[src/rtl/hcpu_defines.vh]
// Purpose: constants for the hall commutation pwm unit
// Assumes: 25 MHz system clock, APB with 32-bit data
// Notes:   offsets are byte addresses
`ifndef HCPU_DEFINES_VH
`define HCPU_DEFINES_VH

// clock and times
`define HCPU_CLK_MHZ        25
`define HCPU_CARRIER_US     50
`define HCPU_TICK_US        1000
`define HCPU_STALL_US       20000

// register byte offsets
`define HCPU_ADDR_CTRL      12'h000
`define HCPU_ADDR_OUTSEL    12'h004
`define HCPU_ADDR_OUTLEVEL  12'h008
`define HCPU_ADDR_DUTY      12'h00C
`define HCPU_ADDR_STATUS    12'h010
`define HCPU_ADDR_IRQSTAT   12'h014
`define HCPU_ADDR_IRQMASK   12'h018
`define HCPU_ADDR_SPEEDCNT  12'h01C
`define HCPU_ADDR_SPEEDCAP  12'h020

// control fields
`define HCPU_CTRL_RUN       0
`define HCPU_CTRL_AUTO      1
`define HCPU_CTRL_SDCLR     2
`define HCPU_CTRL_STCLR     3

// status fields
`define HCPU_ST_HALL_LSB    0
`define HCPU_ST_SHUTDOWN    3
`define HCPU_ST_STALL       4
`define HCPU_ST_OCPIN       5

// interrupt status fields
`define HCPU_IRQ_TICK       0
`define HCPU_IRQ_CARRIER    1
`define HCPU_IRQ_HALLU      2
`define HCPU_IRQ_HALLV      3
`define HCPU_IRQ_HALLW      4
`define HCPU_IRQ_OC         5
`define HCPU_IRQ_STALL      6
`define HCPU_IRQ_W          7

// reset values
`define HCPU_RST_CTRL       4'h0
`define HCPU_RST_OUTSEL     6'h00
`define HCPU_RST_OUTLEVEL   6'h00
`define HCPU_RST_DUTY       11'h000
`define HCPU_RST_IRQMASK    7'h00

`endif

[src/rtl/hcpu_hall_commutation_pwm_unit.v]
// Purpose: timers, six-signal pwm drive, hall and overcurrent events
// Assumes: all inputs synchronous to clk, APB slave with zero wait
// Notes:   switch index 0..5 = U-high, U-low, V-high, V-low, W-high, W-low
//
// The address map and the APB interface to the registers are this design's own decisions.
`timescale 1ns/1ps
`include "hcpu_defines.vh"

// Notes on behaviour
// - timer channel 0 raises an interrupt every 1 ms as control tick.
// - timer channel 1 counts freely without interrupt; sampled at hall edges.
// - sawtooth carrier gives six outputs, complementary, no dead time.
// - pwm outputs are active high; carrier period is 50 us.
// - overcurrent input low puts all pwm-producing pins into high impedance.
// - overcurrent input raises its interrupt on a falling edge.
// - each hall input raises its own interrupt on both edges.
// - hall inputs are readable as plain levels in the status register.
// - each switch signal is driven by static level or pwm, chosen per signal.
// - U-high u0 B, U-low u0 D, V-high u1 A, V-low u1 C, W u1 B/D.
// - the pwm timer raises a carrier interrupt once per carrier period.
// - no hall edge for 20 ms while driving disables all six outputs.
module hcpu_hall_commutation_pwm_unit #(
  parameter TICK_CYCLES  = `HCPU_TICK_US * `HCPU_CLK_MHZ,
  parameter STALL_CYCLES = `HCPU_STALL_US * `HCPU_CLK_MHZ
) (
  // clock and reset
  input  wire        clk,
  input  wire        rst,
  // apb slave
  input  wire        psel,
  input  wire        penable,
  input  wire        pwrite,
  input  wire [11:0] paddr,
  input  wire [31:0] pwdata,
  output wire        pready,
  output wire        pslverr,
  output reg  [31:0] prdata,
  // hall sensors and overcurrent
  input  wire        hallPhaseU,
  input  wire        hallPhaseV,
  input  wire        hallPhaseW,
  input  wire        overcurrentN,
  // switch signals
  output wire        phaseUHighSide,
  output wire        phaseUHighSideOe,
  output wire        phaseULowSide,
  output wire        phaseULowSideOe,
  output wire        phaseVHighSide,
  output wire        phaseVHighSideOe,
  output wire        phaseVLowSide,
  output wire        phaseVLowSideOe,
  output wire        phaseWHighSide,
  output wire        phaseWHighSideOe,
  output wire        phaseWLowSide,
  output wire        phaseWLowSideOe,
  // interrupt
  output wire        irq
);

  localparam        CARRIER_CYCLES = `HCPU_CARRIER_US * `HCPU_CLK_MHZ;
  localparam [31:0] CARRIER_END    = CARRIER_CYCLES - 1;
  localparam [31:0] TICK_END       = TICK_CYCLES - 1;
  localparam [31:0] STALL_END      = STALL_CYCLES - 1;
  // counters sized for the default counts, top bits dropped on purpose
  localparam [10:0] CARRIER_LAST   = CARRIER_END[10:0];
  localparam [15:0] TICK_LAST      = TICK_END[15:0];
  localparam [19:0] STALL_LAST     = STALL_END[19:0];

  // 120 degree table, returns {high[2:0], low[2:0]} with bit0 = phase U
  function [5:0] commute;
    input [2:0] hall; // {W, V, U}
    begin
      case (hall)
        3'b001:  commute = {3'b001, 3'b010};
        3'b011:  commute = {3'b001, 3'b100};
        3'b010:  commute = {3'b010, 3'b100};
        3'b110:  commute = {3'b010, 3'b001};
        3'b100:  commute = {3'b100, 3'b001};
        3'b101:  commute = {3'b100, 3'b010};
        default: commute = 6'h00;
      endcase
    end
  endfunction

  // registers
  reg  [3:0]  ctrl;
  reg  [5:0]  outSel;
  reg  [5:0]  outLevel;
  reg  [10:0] duty;
  reg  [6:0]  irqStat;
  reg  [6:0]  irqMask;
  // timers and state
  reg  [15:0] tickCnt;
  reg  [15:0] speedCnt;
  reg  [15:0] speedCap;
  reg  [10:0] carrierCnt;
  reg  [19:0] stallCnt;
  reg         stallFault;
  reg         shutdown;
  reg  [2:0]  hallPrev;
  reg         ocPrev;
  reg         hallArmed;
  reg  [5:0]  commPattern;

  wire [2:0]  hallNow = {hallPhaseW, hallPhaseV, hallPhaseU};
  // no edge on the first sample after reset: hallPrev is not the pin level
  wire [2:0]  hallEdge = (hallNow ^ hallPrev) & {3{hallArmed}};
  wire        anyHallEdge = |hallEdge;
  wire        ocFall = ocPrev & ~overcurrentN;
  wire        tickEvent = (tickCnt == TICK_LAST);
  wire        carrierEvent = (carrierCnt == CARRIER_LAST);
  wire        stallEvent = ctrl[`HCPU_CTRL_RUN] & ~stallFault &
                           (stallCnt == STALL_LAST);

  // apb decode
  wire        setup = psel & ~penable;
  wire        access = psel & penable;
  wire        wrAcc = access & pwrite;

  function mapped;
    input [11:0] a;
    begin
      mapped = (a == `HCPU_ADDR_CTRL) || (a == `HCPU_ADDR_OUTSEL) ||
               (a == `HCPU_ADDR_OUTLEVEL) || (a == `HCPU_ADDR_DUTY) ||
               (a == `HCPU_ADDR_STATUS) || (a == `HCPU_ADDR_IRQSTAT) ||
               (a == `HCPU_ADDR_IRQMASK) || (a == `HCPU_ADDR_SPEEDCNT) ||
               (a == `HCPU_ADDR_SPEEDCAP);
    end
  endfunction

  assign pready  = 1'b1;
  assign pslverr = access & ~mapped(paddr);

  wire wrCtrl = wrAcc & (paddr == `HCPU_ADDR_CTRL);
  wire sdClr  = wrCtrl & pwdata[`HCPU_CTRL_SDCLR];
  wire stClr  = wrCtrl & pwdata[`HCPU_CTRL_STCLR];

  // clear strobes are not stored, only run and auto
  always @(posedge clk or posedge rst) begin
    if (rst) begin
      ctrl     <= `HCPU_RST_CTRL;
      outSel   <= `HCPU_RST_OUTSEL;
      outLevel <= `HCPU_RST_OUTLEVEL;
      duty     <= `HCPU_RST_DUTY;
      irqMask  <= `HCPU_RST_IRQMASK;
    end else if (wrAcc) begin
      case (paddr)
        `HCPU_ADDR_CTRL:     ctrl     <= {2'b00, pwdata[1:0]};
        `HCPU_ADDR_OUTSEL:   outSel   <= pwdata[5:0];
        `HCPU_ADDR_OUTLEVEL: outLevel <= pwdata[5:0];
        `HCPU_ADDR_DUTY:     duty     <= pwdata[10:0];
        `HCPU_ADDR_IRQMASK:  irqMask  <= pwdata[6:0];
        default:             ctrl     <= ctrl;
      endcase
    end
  end

  // read data captured in setup, stable through the access phase
  reg [31:0] next_prdata;
  always @* begin
    next_prdata = 32'h0000_0000;
    case (paddr)
      `HCPU_ADDR_CTRL:     next_prdata[3:0] = ctrl;
      `HCPU_ADDR_OUTSEL:   next_prdata[5:0] = outSel;
      `HCPU_ADDR_OUTLEVEL: next_prdata[5:0] = outLevel;
      `HCPU_ADDR_DUTY:     next_prdata[10:0] = duty;
      `HCPU_ADDR_STATUS:   next_prdata[5:0] = {~overcurrentN, stallFault,
                                               shutdown, hallNow};
      `HCPU_ADDR_IRQSTAT:  next_prdata[6:0] = irqStat;
      `HCPU_ADDR_IRQMASK:  next_prdata[6:0] = irqMask;
      `HCPU_ADDR_SPEEDCNT: next_prdata[15:0] = speedCnt;
      `HCPU_ADDR_SPEEDCAP: next_prdata[15:0] = speedCap;
      default:             next_prdata = 32'h0000_0000;
    endcase
  end

  always @(posedge clk or posedge rst) begin
    if (rst) begin
      prdata <= 32'h0000_0000;
    end else if (setup & ~pwrite) begin
      prdata <= next_prdata;
    end
  end

  // timer array: channel 0 tick, channel 1 free run
  always @(posedge clk or posedge rst) begin
    if (rst) begin
      tickCnt  <= 16'h0000;
      speedCnt <= 16'h0000;
      speedCap <= 16'h0000;
    end else begin
      tickCnt  <= tickEvent ? 16'h0000 : tickCnt + 16'h0001;
      speedCnt <= speedCnt + 16'h0001;
      if (anyHallEdge) begin
        speedCap <= speedCnt;
      end
    end
  end

  // sawtooth carrier, reset asynchronous
  always @(posedge clk or posedge rst) begin
    if (rst) begin
      carrierCnt <= 11'h000;
    end else begin
      carrierCnt <= carrierEvent ? 11'h000 : carrierCnt + 11'h001;
    end
  end

  // duty at or above the period gives full on
  wire pwmWave = (carrierCnt < duty);

  // pwm timer pins: u0 B/D, u1 A/C, u1 B/D, lows complementary
  wire pwmUnit0OutB = pwmWave;
  wire pwmUnit0OutD = ~pwmWave;
  wire pwmUnit1OutA = pwmWave;
  wire pwmUnit1OutC = ~pwmWave;
  wire pwmUnit1OutB = pwmWave;
  wire pwmUnit1OutD = ~pwmWave;
  wire [5:0] timerOut = {pwmUnit1OutD, pwmUnit1OutB, pwmUnit1OutC,
                         pwmUnit1OutA, pwmUnit0OutD, pwmUnit0OutB};

  // edge detectors and commutation pattern
  always @(posedge clk or posedge rst) begin
    if (rst) begin
      hallPrev    <= 3'b000;
      hallArmed   <= 1'b0;
      ocPrev      <= 1'b1;
      commPattern <= 6'h00;
    end else begin
      hallPrev  <= hallNow;
      hallArmed <= 1'b1;
      ocPrev   <= overcurrentN;
      // also reload when auto mode is off so enabling starts right
      if (anyHallEdge | ~ctrl[`HCPU_CTRL_AUTO]) begin
        commPattern <= commute(hallNow);
      end
    end
  end

  // stall watchdog: counts only while driving
  always @(posedge clk or posedge rst) begin
    if (rst) begin
      stallCnt   <= 20'h00000;
      stallFault <= 1'b0;
    end else begin
      if (~ctrl[`HCPU_CTRL_RUN] | anyHallEdge | stallFault) begin
        stallCnt <= 20'h00000;
      end else begin
        stallCnt <= stallCnt + 20'h00001;
      end
      if (stallEvent) begin
        stallFault <= 1'b1;
      end else if (stClr) begin
        stallFault <= 1'b0;
      end
    end
  end

  // forced shutdown latch; a low input keeps it set over a clear
  always @(posedge clk or posedge rst) begin
    if (rst) begin
      shutdown <= 1'b0;
    end else if (~overcurrentN) begin
      shutdown <= 1'b1;
    end else if (sdClr) begin
      shutdown <= 1'b0;
    end
  end

  // per signal source selection
  wire       drive = ctrl[`HCPU_CTRL_RUN] & ~stallFault;
  wire       autoMode = ctrl[`HCPU_CTRL_AUTO];
  wire [5:0] pwmSrc;
  wire [5:0] switchOut;
  wire [5:0] switchOe;
  genvar p;
  generate
    for (p = 0; p < 3; p = p + 1) begin : gPhase
      // high side pwm, low side held on by static level
      assign pwmSrc[2*p]   = autoMode ? 1'b1 : outSel[2*p];
      assign pwmSrc[2*p+1] = autoMode ? 1'b0 : outSel[2*p+1];
      assign switchOut[2*p] = ~drive ? 1'b0 :
                              autoMode ? (commPattern[3+p] & pwmWave) :
                              outSel[2*p] ? timerOut[2*p] :
                              outLevel[2*p];
      assign switchOut[2*p+1] = ~drive ? 1'b0 :
                                autoMode ? commPattern[p] :
                                outSel[2*p+1] ? timerOut[2*p+1] :
                                outLevel[2*p+1];
      // only pwm pins float; port-driven pins keep driving
      assign switchOe[2*p]   = ~(shutdown & pwmSrc[2*p]);
      assign switchOe[2*p+1] = ~(shutdown & pwmSrc[2*p+1]);
    end
  endgenerate

  assign phaseUHighSide   = switchOut[0];
  assign phaseUHighSideOe = switchOe[0];
  assign phaseULowSide    = switchOut[1];
  assign phaseULowSideOe  = switchOe[1];
  assign phaseVHighSide   = switchOut[2];
  assign phaseVHighSideOe = switchOe[2];
  assign phaseVLowSide    = switchOut[3];
  assign phaseVLowSideOe  = switchOe[3];
  assign phaseWHighSide   = switchOut[4];
  assign phaseWHighSideOe = switchOe[4];
  assign phaseWLowSide    = switchOut[5];
  assign phaseWLowSideOe  = switchOe[5];

  // interrupt status, event wins over write-one clear
  wire [6:0] events = {stallEvent, ocFall, hallEdge[2], hallEdge[1],
                       hallEdge[0], carrierEvent, tickEvent};
  wire [6:0] irqClr = (wrAcc & (paddr == `HCPU_ADDR_IRQSTAT)) ?
                      pwdata[6:0] : 7'h00;

  always @(posedge clk or posedge rst) begin
    if (rst) begin
      irqStat <= 7'h00;
    end else begin
      irqStat <= (irqStat & ~irqClr) | events;
    end
  end

  assign irq = |(irqStat & irqMask);

endmodule

[config.mk]
export PLATFORM = sky130hd
export DESIGN_NAME = hcpu_hall_commutation_pwm_unit
export DESIGN_NICKNAME = d
export VERILOG_FILES = /design/src/rtl/hcpu_hall_commutation_pwm_unit.v
export VERILOG_INCLUDE_DIRS = /design/src /design/src/rtl
export SDC_FILE = /design/constraint.sdc
export NUM_CORES = 1
export LEC_CHECK = 0
export BUFFER_PORTS_ARGS = -buffer_cell sky130_fd_sc_hd__clkbuf_2
export CAP_MARGIN = 20
export CORE_MARGIN = 2
export CORE_UTILIZATION = 40
export CTS_BUF_LIST = sky130_fd_sc_hd__clkbuf_4 sky130_fd_sc_hd__clkbuf_8
export DETAILED_ROUTE_END_ITERATION = 8
export GPL_TIMING_DRIVEN = 0
export MAX_ROUTING_LAYER = met4
export PLACE_DENSITY = 0.57
export SETUP_SLACK_MARGIN = 0.02
export SYNTH_ARGS = -nofsm -noshare
export SYNTH_HDL_FRONTEND = slang
export SYNTH_SLANG_ARGS = --single-unit
[constraint.sdc]
create_clock -name clk -period 6.3 [get_ports clk]
set_clock_uncertainty 0.1 [all_clocks]
set_input_delay 0.63 -clock clk [delete_from_list [all_inputs] [get_ports clk]]
set_output_delay 0.63 -clock clk [all_outputs]
set_load 0.05 [all_outputs]
==> results_tabular.tex <==
\begin{tabular}{lr}
\hline
Metric & Value \\
\hline
\multicolumn{2}{l}{\textbf{Yosys}} \\
Count of warnings emitted by yosys & 0 \\
Mux cell area share after synthesis & 7.62\% \\
Largest family of logic cells by synthesized area & simple AND/OR/NAND/NOR gates \\
Distinct cell type count of the synthesized netlist & 51 \\
Simple-gate share of the synthesized area & 18.3\% \\
Synth Instances & just under 700 \\
Post-synthesis instance area & slightly above 0.007 mm\^{}2 \\
Main flop type after synthesis & dfrtp\_1 \\
Asr flop ratio synth & 100\% \\
Synthesized-area fraction occupied by adder cells & between 2 and 3\% \\
Parity-gate share of the synthesized area counting xor and xnor cells & under 10\% \\
Proportion of synthesized chip area in sequential cells & 50.8\% \\
Area fraction in compound gates after synthesis & 9.71\% \\
Register bit count reported by yosys & 147 \\
Number of enable flip-flop cells after synthesis & 0 \\
Avg Synthesized Cell Area & 10.4 um\^{}2 \\
\multicolumn{2}{l}{\textbf{Placement}} \\
Gpl congestion & 0.904 \\
Worst setup slack after placement & 2710 ps \\
Post-detailed-placement cell area & $\sim$0.008 mm\^{}2 \\
IO Port Bufs & 59 \\
Placed wire-length estimate after detailed placement & 13000 um \\
\multicolumn{2}{l}{\textbf{Die}} \\
Die area & 0.0192 mm\^{}2 \\
Number of primary I/O pins & 100 \\
Effective utilization at floorplan & between 40 and 50\% \\
Die span in x & 139 um \\
Row count & between 40 and 50 \\
Die height & 139 um \\
Core footprint & 0.0178 mm\^{}2 \\
\multicolumn{2}{l}{\textbf{CTS}} \\
CTS resizes & 0 \\
Source-to-sink clock delay at the later pin of the worst-skew pair & around 460 ps \\
CTS Root Cell & clkbuf\_8 \\
Maximum level of the CTS H-tree & 4 \\
Clock transition at path regs & 70 ps \\
Total CTS buffers & 17 \\
Number of buffers on the longest clock path & 2 \\
Sink count of the clock tree & 147 \\
Number of post-CTS setup repair buffers & 0 \\
CTS tree & done \\
Post-CTS Hold Fix Bufs & 0 \\
\multicolumn{2}{l}{\textbf{Pwr}} \\
Power density over the cells & 219 mW/mm\^{}2 \\
Sw frac & about 25\% \\
Sum of internal, switching and leakage power & 1.82 mW \\
Combinational group share of total power & under 10\% \\
Reported leakage power & 3.88 nW \\
Proportion of power drawn by flip-flops and latches & 52.7\% \\
Peak ir drop on the vdd network & 0.000167 V \\
Psw & around 0.46 mW \\
Design internal power & about 1.4 mW \\
Clock power frac & 40.2\% \\
\multicolumn{2}{l}{\textbf{Layout}} \\
Post-Layout Inst Area & about 0.0083 mm\^{}2 \\
Layout cells sized above 1 & 21.8\% \\
Flip-flop and latch area & 0.00368 mm\^{}2 \\
Net count reported at finish & 859 \\
Area growth from synthesis to layout & 14.8\% \\
Antenna diode count & 0 \\
Fillers & 1689 \\
Area of combinational cells with multiple inputs & 0.00332 mm\^{}2 \\
\multicolumn{2}{l}{\textbf{Job}} \\
Maximum Capacitance Violations & 0 \\
\multicolumn{2}{l}{\textbf{Worst setup path}} \\
Start-to-end type of the worst setup path & reg -> out \\
Critical Path End Type & output pin \\
Critical path peak fanout & 9 \\
Worst endpoint data arrival time & 3310 ps \\
Data required time of the critical path & 5570 ps \\
Kind of start point of the critical path & flop \\
\multicolumn{2}{l}{\textbf{STA}} \\
Slew at the pin closest to its max-slew limit & around 1000 ps \\
RSZ-0062 raised after global routing & no \\
Final setup vio count & 0 \\
Worst setup slack after layout & 2260 ps \\
Final Critical Period & 4040 ps \\
Accumulated negative setup slack & 0 ps \\
Period utilization & 64.2\% \\
Achievable Freq & 247 MHz \\
Final max-slew violation count & 0 \\
Worst slew margin relative to its limit & between 30 and 40\% \\
Count of final hold-check violations & 0 \\
\multicolumn{2}{l}{\textbf{Routing}} \\
Post-DR vias/cell & around 5.3 \\
Average wire length per cell after detail routing & 16.9 um \\
Number of nets with antenna violations after routing & 0 \\
Drt first pass iters & 5 \\
Total detailed-routing wirelength & between 15000 and 20000 um \\
Starting DRT DRC Count & 335 \\
DRC violations left & 0 \\
Via Count & between 5000 and 6000 \\
\multicolumn{2}{l}{\textbf{GRT}} \\
Maximum number of pins on one net before global-route repair & 75 \\
Global-route wire length before repair & roughly 29000 um \\
GRT Total Usage & roughly a fifth \\
Global-route congestion overflow total & 0 \\
Antenna violations before repair & 0 \\
Via count of the first global-routing pass & 5527 \\
\multicolumn{2}{l}{\textbf{Outcome}} \\
Run status & completed \\
\multicolumn{2}{l}{\textbf{Worst hold path}} \\
HP Class & in -> async \\
\hline
\end{tabular}
==> flip-flops by register name, indices dropped and copies added (netlist names), 7 cells and up <==
register,flops
carrierCnt,11
duty,11
irqMask,7
irqStat,7
prdata,16
speedCap,16
speedCnt,16
stallCnt,20
tickCnt,16
==> Yosys cell counts (6+ instances only) <==
master	number	share of area, %
dfrtp_1	146	50
nand2_1	89	4.6
nor2_1	59	3.1
nand3_1	41	2.8
mux2_2	37	5.8
o21ai_0	35	2.4
xor2_1	30	3.6
xnor2_1	26	3.1
inv_1	19	0.98
a21oi_1	18	1.2
buf_4	17	1.8
and3_1	15	1.3
ha_1	15	2.6
nor3_1	14	0.97
clkbuf_1	12	0.62
buf_2	11	0.76
a22oi_1	9	0.93
mux2i_1	9	1.2
nand4_1	9	0.78
a21o_1	7	0.73
nand3b_1	7	0.73
a222oi_1	6	0.83
a31oi_1	6	0.52
==> worst max-delay path: stages (launching register included) <==
cell and delay [ps]:
dfrtp_1 390, inv_1 80, ha_1 310, a21o_1 180, a31oi_1 150, o21ai_0 170, a221oi_2 750, nand2_1 140
a221oi_1 370, clkbuf_2 340
==> through the flow <==
stage                     utilization [%]  instances  hold WS, ps
final                                46.6       1032          178
after global routing                 46.6       1032          206
after CTS                            46.6       1032          195
after detailed placement             44.4       1001          370
after global placement               44.2       1000          366
after floorplan                         -        712          346
==> final cells by class <==
class	instances	area share, %
Sequential cell	147	44.3
Clock inverter	12	1.60
Clock buffer	19	3.15
Timing Repair Buffer	60	3.88
Tap cell	229	3.45
Multi-Input combinational cell	506	40.0
Inverter	19	0.918
Buffer	40	2.74
==> power by group through the flow <==
| stage | combinational [mW] | clock [mW] | sequential (mW) |
|---|---|---|---|
| floorplan | 0.0832 | 0 | 0.982 |
| global placement | 0.125 | 0 | 0.977 |
| detailed placement | 0.129 | 0 | 0.977 |
| CTS | 0.129 | 0.754 | 0.959 |
| global route | 0.140 | 0.795 | 0.960 |
| finish | 0.128 | 0.731 | 0.959 |
==> cell families after synthesis <==
kind of cell             Yosys count
AND/OR/NAND/NOR                  264
flip-flops                       147
AO/OA/AOI/OAI                    105
buffers and inverters             59
XOR/XNOR                          56
multiplexers                      48
adder cells (fa/ha/maj)           15
other                              2
==> worst paths after layout <==
path	slack [ps]	depth (start not counted)	endpoint	startpoint
min	180	2	outLevel[4]	rst
max in group asynchronous	5110	3	ocPrev	rst
max	2260	9	phaseUHighSide	duty[2]
min in group clk	230	1	ocPrev	overcurrentN
max reg2reg	4120	5	stallCnt[11]	hallPrev[2]
min reg2reg	380	2	prdata[14]	prdata[14]
==> routing by layer <==
metal | vias up | global-route usage (%) | share of wire [%]
li1 | 2605 | - | -
met2 | 152 | 29.7 | 47
met4 | 0 | 6.12 | 1.8
met1 | 2692 | 26.5 | 46
met5 | - | - | 0
met3 | 23 | 4.32 | 5.8
==> layout by cell type (no fill, tap or decap), drive strengths merged, types with 4 or more instances in the layout <==
master	count
a21o	7
a21oi	18
a221oi	6
a222oi	6
a22o	4
a22oi	9
a31oi	6
and3	15
buf	29
clkbuf	90
clkinvlp	6
conb	18
dfrtp	146
ha	15
inv	20
mux2	37
mux2i	9
nand2	89
nand3	42
nand3b	7
nand4	9
nor2	60
nor2b	4
nor3	16
nor4	9
o21ai	35
xnor2	26
xor2	30
No activity file was read; power rests on OpenSTA's default activity.
